$ cat src/irq_agg_regs.svh
// constants for the host interrupt aggregator
// assumes a 32-bit classic wishbone slave with byte offsets
`ifndef IRQ_AGG_REGS_SVH
`define IRQ_AGG_REGS_SVH

// ****************
// register offsets
// ****************
`define FLAG_LATCH_OFS    8'h00
`define MASK_OFS          8'h04
`define GLOBAL_EN_OFS     8'h08
`define GPIO_EXT_OFS      8'h0C

// ****************
// fields and resets
// ****************
`define GPIO_EXT_PP_BIT   0
`define MASK_RESET        8'hFF
`define GLOBAL_EN_RESET   1'h0
`define GPIO_EXT_RESET    1'h0
`define FLAG_RESET        8'h00
`define SRC_TOUCH_CONV    7
`define SRC_CMD_FLAG      6
`define SRC_CMD_EMPTY     5
`define SRC_PLAYBACK      4
`define SRC_SOUND         3
`define SRC_TAG           2
`define SRC_TOUCH         1
`define SRC_SWAP          0

`endif

$ cat src/irq_agg_pkg.sv
// types for the host interrupt aggregator
// assumes nothing of its surroundings
package irq_agg_pkg;

  // ****************
  // carriers
  // ****************
  typedef struct packed {
    logic        cyc;
    logic        stb;
    logic        we;
    logic [3:0]  sel;
    logic [7:0]  adr;
    logic [31:0] dat;
  } wb_req_s;

  typedef struct packed {
    logic        ack;
    logic [31:0] dat;
  } wb_rsp_s;

  typedef struct packed {
    logic o;
    logic oe;
  } pin_drive_s;

  typedef enum logic [0:0] {
    BUS_IDLE = 1'b0,
    BUS_ACK  = 1'b1
  } bus_state_e;

endpackage : irq_agg_pkg

$ cat src/host_interrupt_aggregator.sv
// host interrupt aggregator: eight event flags, mask, enable, pin drive
// assumes a classic wishbone master on sys_clk and event pulses on sys_clk
//
// Our own choices: the register offsets and register access over Wishbone.
`timescale 1ns/1ps
`include "irq_agg_regs.svh"
module host_interrupt_aggregator #(
  parameter int NUM_SRC = 8
) (
  // clock, reset, enable
  input  wire logic                 sys_clk,
  input  wire logic                 reset,
  input  wire logic                 clk_en,
  // register bus
  input  wire irq_agg_pkg::wb_req_s wb_req,
  output irq_agg_pkg::wb_rsp_s      wb_rsp,
  // internal event sources
  input  wire logic                 touch_conversion_done,
  input  wire logic                 command_queue_flag,
  input  wire logic                 command_queue_empty,
  input  wire logic                 playback_ended,
  input  wire logic                 sound_ended,
  input  wire logic                 tag_changed,
  input  wire logic                 touch_detected,
  input  wire logic                 list_swapped,
  // interrupt pin
  output irq_agg_pkg::pin_drive_s   irq_n_pin
);
  import irq_agg_pkg::*;

  // ****************
  // declarations
  // ****************
  logic [NUM_SRC-1:0] events;
  logic [NUM_SRC-1:0] flags;
  logic [NUM_SRC-1:0] mask_q;
  logic               global_en_q;
  logic               push_pull_q;
  bus_state_e         bus_q;
  logic [31:0]        rd_d;
  logic [31:0]        rd_q;
  logic               req;
  logic               wr;
  logic               flag_read;
  logic               pending;

  // ****************
  // source mapping
  // ****************
  always_comb begin
    events                  = '0;
    events[`SRC_TOUCH_CONV] = touch_conversion_done;
    events[`SRC_CMD_FLAG]   = command_queue_flag;
    events[`SRC_CMD_EMPTY]  = command_queue_empty;
    events[`SRC_PLAYBACK]   = playback_ended;
    events[`SRC_SOUND]      = sound_ended;
    events[`SRC_TAG]        = tag_changed;
    events[`SRC_TOUCH]      = touch_detected;
    events[`SRC_SWAP]       = list_swapped;
  end

  // ****************
  // bus decode
  // ****************
  assign req       = wb_req.cyc && wb_req.stb && (bus_q == BUS_IDLE);
  assign wr        = req && wb_req.we && wb_req.sel[0];
  assign flag_read = req && !wb_req.we && (wb_req.adr == `FLAG_LATCH_OFS);

  // ****************
  // flag latches
  // ****************
  for (genvar i = 0; i < NUM_SRC; i++) begin : g_flag
    irq_flag_bit u_flag (
      .sys_clk     (sys_clk),
      .reset       (reset),
      .clk_en      (clk_en),
      .event_pulse (events[i]),
      .read_clear  (flag_read),
      .flag_q      (flags[i])
    );
  end

  // ****************
  // control registers
  // ****************
  always_ff @(posedge sys_clk) begin
    if (reset) begin
      mask_q      <= `MASK_RESET;
      global_en_q <= `GLOBAL_EN_RESET;
      push_pull_q <= `GPIO_EXT_RESET;
    end else if (clk_en && wr) begin
      unique case (wb_req.adr)
        `MASK_OFS:      mask_q      <= wb_req.dat[NUM_SRC-1:0];
        `GLOBAL_EN_OFS: global_en_q <= wb_req.dat[0];
        `GPIO_EXT_OFS:  push_pull_q <= wb_req.dat[`GPIO_EXT_PP_BIT];
        default: ;
      endcase
    end
  end

  // ****************
  // read mux
  // ****************
  always_comb begin
    rd_d = 32'h0000_0000;
    unique case (wb_req.adr)
      `FLAG_LATCH_OFS: rd_d[NUM_SRC-1:0] = flags;
      `MASK_OFS:       rd_d[NUM_SRC-1:0] = mask_q;
      `GLOBAL_EN_OFS:  rd_d[0]           = global_en_q;
      `GPIO_EXT_OFS:   rd_d[0]           = push_pull_q;
      default:         rd_d              = 32'h0000_0000;
    endcase
  end

  // ****************
  // bus handshake
  // ****************
  always_ff @(posedge sys_clk) begin
    if (reset) begin
      bus_q <= BUS_IDLE;
      rd_q  <= 32'h0000_0000;
    end else if (clk_en) begin
      unique case (bus_q)
        BUS_IDLE: begin
          if (req) begin
            bus_q <= BUS_ACK;
            rd_q  <= rd_d;
          end
        end
        BUS_ACK: bus_q <= BUS_IDLE;
      endcase
    end
  end

  always_comb begin
    wb_rsp.ack = (bus_q == BUS_ACK);
    wb_rsp.dat = rd_q;
  end

  // ****************
  // line control
  // ****************
  assign pending = |(flags & mask_q);

  irq_line_drive u_line (
    .sys_clk   (sys_clk),
    .reset     (reset),
    .clk_en    (clk_en),
    .global_en (global_en_q),
    .push_pull (push_pull_q),
    .pending   (pending),
    .line_q    (irq_n_pin)
  );

endmodule : host_interrupt_aggregator

$ cat src/irq_flag_bit.sv
// one read-clear flag bit fed by an internal event
// assumes the event is a one-cycle pulse on sys_clk
`timescale 1ns/1ps
module irq_flag_bit (
  // clock and reset
  input  wire logic sys_clk,
  input  wire logic reset,
  input  wire logic clk_en,
  // event and clear
  input  wire logic event_pulse,
  input  wire logic read_clear,
  // state
  output logic      flag_q
);
  always_ff @(posedge sys_clk) begin
    if (reset) begin
      flag_q <= 1'b0;
    end else if (clk_en) begin
      if (event_pulse) begin
        flag_q <= 1'b1;
      end else if (read_clear) begin
        flag_q <= 1'b0;
      end
    end
  end
endmodule : irq_flag_bit

$ cat src/irq_line_drive.sv
// drives the active-low interrupt line, open-drain or push-pull
// assumes an external pull-up on the line
`timescale 1ns/1ps
module irq_line_drive (
  // clock and reset
  input  wire logic               sys_clk,
  input  wire logic               reset,
  input  wire logic               clk_en,
  // control
  input  wire logic               global_en,
  input  wire logic               push_pull,
  input  wire logic               pending,
  // pin
  output irq_agg_pkg::pin_drive_s line_q
);
  import irq_agg_pkg::*;

  always_ff @(posedge sys_clk) begin
    if (reset) begin
      line_q <= '{o: 1'b1, oe: 1'b0};
    end else if (clk_en) begin
      if (!global_en) begin
        line_q <= '{o: 1'b1, oe: 1'b0};
      end else if (pending) begin
        line_q <= '{o: 1'b0, oe: 1'b1};
      end else begin
        line_q <= '{o: 1'b1, oe: push_pull};
      end
    end
  end
endmodule : irq_line_drive

$ cat config.mk
export PLATFORM = sky130hd
export DESIGN_NAME = host_interrupt_aggregator
export DESIGN_NICKNAME = d
export VERILOG_FILES = /design/src/irq_agg_pkg.sv /design/src/host_interrupt_aggregator.sv /design/src/irq_flag_bit.sv /design/src/irq_line_drive.sv
export VERILOG_INCLUDE_DIRS = /design/src
export SDC_FILE = /design/constraint.sdc
export NUM_CORES = 1
export LEC_CHECK = 0
export BUFFER_PORTS_ARGS = -buffer_cell sky130_fd_sc_hd__buf_4
export CAP_MARGIN = 20
export CORE_ASPECT_RATIO = 1.1
export CORE_MARGIN = 5
export CORE_UTILIZATION = 40
export CTS_BUF_LIST = sky130_fd_sc_hd__clkbuf_4
export DETAILED_ROUTE_END_ITERATION = 10
export PLACE_DENSITY = 0.78
export SKIP_LAST_GASP = 1
export SYNTH_ARGS = -nofsm -noshare
export SYNTH_HDL_FRONTEND = slang
export SYNTH_SLANG_ARGS = --single-unit
$ cat constraint.sdc
create_clock -name sys_clk -period 1.2 [get_ports sys_clk]
set_clock_uncertainty 0.1 [all_clocks]
set_input_delay 0.18 -clock sys_clk [delete_from_list [all_inputs] [get_ports sys_clk]]
set_output_delay 0.18 -clock sys_clk [all_outputs]
set_load 0.05 [all_outputs]
# Word-level counts from Yosys, hierarchy flattened
# Cells that the tools add are included.
[word_totals]
input_bits = 58
wordCells = 65
register_bits = 29
memories = 0
latch_bits = 0
output_inout_bits = 35
rom_bits = 0
ram_bits = 0
[op_classes]
multipliers = 0
reduce_logical = 30
n_bitwise = 2
n_lt_le_gt_ge = 0
muxes = 15
n_div = 0
shift = 0
add_sub_neg = 0
eq_ne = 3
[ops]
columns = ["op", "n"]
rows = [
  ["AND reduction 2 bit", 11],
  ["== test 8 x 4 -> 1 bit (second input constant)", 2],
  ["nonzero test 2 bit", 8],
  ["one-hot mux 7 bit (2 select lines)", 1],
  ["two-way mux 1 bit", 10],
  ["bitwise AND 8 bit", 1],
  ["== test 8 x 3 -> 1 bit (second input constant)", 1],
  ["zero test 8 bit", 1],
  ["OR reduction 8 bit", 1],
  ["logical AND 1 bit", 7],
  ["two-way mux 2 bit", 2],
  ["one-hot mux 1 bit (4 select lines)", 1],
  ["AND reduction 3 bit", 1],
  ["one-hot mux 1 bit (2 select lines)", 1],
  ["zero test 1 bit", 1],
  ["NOT 1 bit", 1],
]

# Longest topological paths before layout
[logic_depth]
depth_word = 6
depth_mapped = 4
ltp_nobuf = 3

# Hierarchy
# Synthesis repeated with hierarchy kept, for this count alone.
[unflattened]
cells_unflattened = 173
area_unflattened_um2 = 1620.3
[modules_own_cells]
columns = ["mod", "cells_each", "area_each_um2", "seq_area_each_um2", "n_inst"]
rows = [
  ["host_interrupt_aggregator", 133, 1196.1, 380.4, 1],
  ["irq_flag_bit", 4, 42.5, 20.0, 8],
  ["irq_line_drive", 8, 83.8, 40.0, 1],
]

# Least setup slack after synthesis
# Ideal clock, no wire load.
[synth_timing]
kind = "register to register"
from = "register bus_q"
to = "register mask_q[0]"
synth_period_minus_slack_ns = 1.223
n_path_buf = 1
required_ns = 1.028
path_stages_with_launch = 5
arrival_time_ns = 1.051
slack_ns = -0.023
setup_ns = 0.072
path_cell_list = "dfxtp_1 > and4b_1 > and4_1 > buf_6 > mux2i_1"
[synth_between]
elab_chain_len = 6
[synth_rtl]
columns = ["element", "line_no", "rtl"]
rows = [
  ["start, declared", "host_interrupt_aggregator.sv:39", "bus_state_e bus_q;"],
  ["start signal, assigned", "host_interrupt_aggregator.sv:120", "bus_q <= BUS_IDLE;"],
  ["start signal, assigned", "host_interrupt_aggregator.sv:126", "bus_q <= BUS_ACK;"],
  ["start signal, assigned", "host_interrupt_aggregator.sv:130", "BUS_ACK: bus_q <= BUS_IDLE;"],
  ["NOT 1 bit", "--", ""],
  ["logical AND 1 bit", "host_interrupt_aggregator.sv:65", "assign req = wb_req.cyc && wb_req.stb && (bus_q == BUS_IDLE);"],
  ["logical AND 1 bit (2 in series)", "host_interrupt_aggregator.sv:66", "assign wr = req && wb_req.we && wb_req.sel[0];"],
  ["logical AND 1 bit", "host_interrupt_aggregator.sv:91", "end else if (clk_en && wr) begin"],
  ["AND reduction 2 bit (no source line)", "--", ""],
  ["end signal, assigned", "host_interrupt_aggregator.sv:88", "mask_q <= `MASK_RESET;"],
  ["end signal, assigned", "host_interrupt_aggregator.sv:93", "`MASK_OFS: mask_q <= wb_req.dat[NUM_SRC-1:0];"],
  ["end, declared", "host_interrupt_aggregator.sv:36", "logic [NUM_SRC-1:0] mask_q;"],
]
# Every way passes these cells.
# A chain may end at the register's enable or synchronous reset.

# Worst setup path after layout
[layout_timing]
from = "register bus_q"
to = "register mask_q[5]"
# The elaborated chain is that of the path after synthesis.

==> key figures <==
Finish
  – Final core utilization: 53.56%
  – Share of layout cells above drive strength 1: slightly above 40%
  – Layout net count: 288
  – Diodes inserted: 0
  – Post-Layout Cell Count: 283
  – Area Growth Syn to Fin: 32.20%

Worst setup path
  – CP Capture Type: register
  – Worst reg2reg path depth: 3
  – Worst Path Max Fanout: 8
  – Critical Path AT: about 1.5 ns
  – Critical path class: reg -> reg
  – FF-to-FF setup slack: -0.15 ns
  – Critical Path RT: 1.35 ns
  – Critical path startpoint category: register

Clock network
  – Worst-skew pair later-pin latency: around 0.33 ns
  – Sink Count: 29
  – Clock Pin Slew Worst Setup and Hold Paths: 0.10 ns
  – TritonCTS buffer count: 5
  – Worst-case clock buffer depth: 2
  – Root Buffer: clkbuf_4
  – H-tree Lvls: 2
  – CTS tree: built

Yosys
  – Most frequent cell after synthesis: dfxtp_1
  – Largest family of logic cells by synthesized area: simple AND/OR/NAND/NOR gates
  – Mux cell area share after synthesis: 12.97%
  – Synth Register Bits: 29
  – Post-synth EDFFs: 0
  – XOR/XNOR Fraction of Synth Area: 0%
  – Synth top area share: between 30% and 40%
  – Synth cell count leaders: dfxtp_1, buf_4, a21oi_1, nor2_1, nand2_1
  – Post-synthesis compound-gate area fraction: between 10% and 20%
  – Post-synthesis average cell area: 8.935 µm²
  – Synth warn: 0
  – Ys async rst share: 0%
  – Main synth FF type: dfxtp_1
  – Synth Area in Adders: 0%
  – Synth Instances: 177
  – Synth cell types: 31
  – Post-synthesis sequential area ratio: 36.71%
  – Synth Cell Area: 1582 µm²
  – Post-synth top area cell: dfxtp_1
  – Ranking of synthesized cells by area: dfxtp_1, buf_4, mux2i_1
  – Synth Area in Simple Gates: approximately 22%

Floorplan
  – Die Wd: 69.95 µm
  – Core area: 3904 µm²
  – Top Ports: 93
  – DIE HEIGHT: 75.95 µm
  – Die area: 5312 µm²
  – Rows: 24
  – Starting Density: 40.51%

Placed design
  – DP HPWL: 2704 µm
  – Routability Congestion: 0.7141
  – Setup slack at placement: -0.2676 ns
  – IO Port Bufs: 41
  – Placed Instances: 273

Detailed routing
  – Post-DRT Antenna Nets: 0
  – TritonRoute pass-1 iters: 4
  – Avg WL per Cell: 12.64 µm
  – Drt total wl: 3578 µm
  – Vias per std cell: 4.880
  – Initial DRC count: 66
  – Post-route DRC: 0
  – Via count: 1,381

Timing
  – Final max-slew violation count: 0
  – Final worst slack: -0.1484 ns
  – Fin. Hold Viols: 0
  – RSZ-0062 raised after global routing: yes
  – Period utilization: 112.4%
  – Setup TNS: -2.214 ns
  – Max frequency: 741.6 MHz
  – Final Critical Period: approximately 1.3 ns
  – Setup violators final: 27

GRT
  – Antenna violations before repair: 0
  – Global Route Usage Sum: 13.57%
  – Number of global-route vias before repair: 1,313
  – First-pass GRT wire length: 5947 µm
  – GR Overflow Total: 0
  – Largest net degree at the start of global routing: 40

Pwr
  – VDD IR max: approximately 0.45 mV
  – Power per Cell Area: 980.4 nW/µm²
  – Leakage power: 0.0008596 µW
  – Part of the power in registers: 48.6%
  – Clock power share: 28.3%
  – Comb pwr share: 23.1%
  – P_sw: 678.1 µW
  – Switching Share: 33.08%
  – Internal power: ~1400 µW

Outcome
  – Outcome: complete, but fails checks
  – Failing checks: negative setup slack

Flow run
  – Max_cap viols: 0

Worst hold path
  – Worst hold path class: in -> reg
  – Worst hold path depth: 3
-- worst max-delay path, cell delays in order, from the launching register on --
cell and delay, ns:
dfxtp_2 0.33, and4b_2 0.31, and4_4 0.33, mux2i_1 0.21
-- metrics by stage --
stage | hold slack, ns | instance area [µm²] | power, µW
2_1_floorplan | 0.2309 | 1669 | 1371
3_3_place_gp | 0.3343 | 1942 | 1450
3_5_place_dp | 0.3461 | 1942 | 1455
4_1_cts | 0.001937 | 2018 | 2046
5_1_grt | 0.006822 | 2091 | 2159
6_report | 0.01200 | 2091 | 2050
-- power groups by stage --
stage	sequential (µW)	combinational, µW	clock [µW]
global route	999	505	654
CTS	995	454	597
finish	996	474	580
global placement	1020	433	0
detailed placement	1020	438	0
floorplan	1020	356	0
-- what timing repair did --
item / 4_1_cts / 5_1_grt
gates resized for setup: 11 / 14
setup buffers: 0 / 2
endpoints found under the setup margin: 21 / 34
endpoints found under the hold margin: 0 / 1
hold buffers: 0 / 1
cloned: 0 / 0
pin swaps: 2 / 1
-- logic make-up (layout without fill, tap and decap cells) --
kind of cell           after synthesis  count (layout)
muxes                               18              18
AOI/OAI and AO/OA                   32              32
other                                1              24
and+or+nand+nor                     61              61
buffers and inverters               36              67
DFF                                 29              29
-- final timing paths --
check,start,endpoint
worst max-delay path,bus_q,mask_q[5]
worst min-delay path,wb_req[1],mask_q[1]
worst max register to register,bus_q,mask_q[5]
worst min register to register,rd_q[0],rd_q[0]
-- sequential cells by signal, summed over array words and instances (netlist names) --
| register | count |
|---|---|
| u_line.line_q | 2 |
| mask_q | 8 |
| push_pull_q | 1 |
| global_en_q | 1 |
| bus_q | 1 |
| g_flag.u_flag.flag_q | 8 |
| rd_q | 8 |
-- layout make-up --
cell class,count,area (µm²)
well taps,52,65.06
clock buffers,5,37.54
repair buffers,59,495.5
fillers,386,1813
flip-flops and latches,29,584.3
clock inverters,3,17.52
multi-input cells,135,890.9
-- metal layers --
metal	up-vias	share of wire (%)	GRT usage, %
met5	-	0	0
met4	0	0.75	4.789
met3	4	6.6	4.630
met2	46	49	22.31
met1	634	43	16.36
li1	697	-	-
-- cells in the final DEF, fill, tap and decap left out, types with 2 or more instances in the layout --
master	count
buf_4	48
dfxtp_1	26
conb_1	24
a21oi_1	17
nor2_1	17
nand2_1	15
nand4_1	10
mux2i_1	10
buf_6	8
mux2_2	7
a211oi_2	7
clkbuf_4	5
nand2b_1	4
a22oi_1	3
dfxtp_2	3
and4b_2	2
nor3_1	2
and4_4	2
clkinv_2	2
Note: power is estimated with default switching activity, not from simulation.
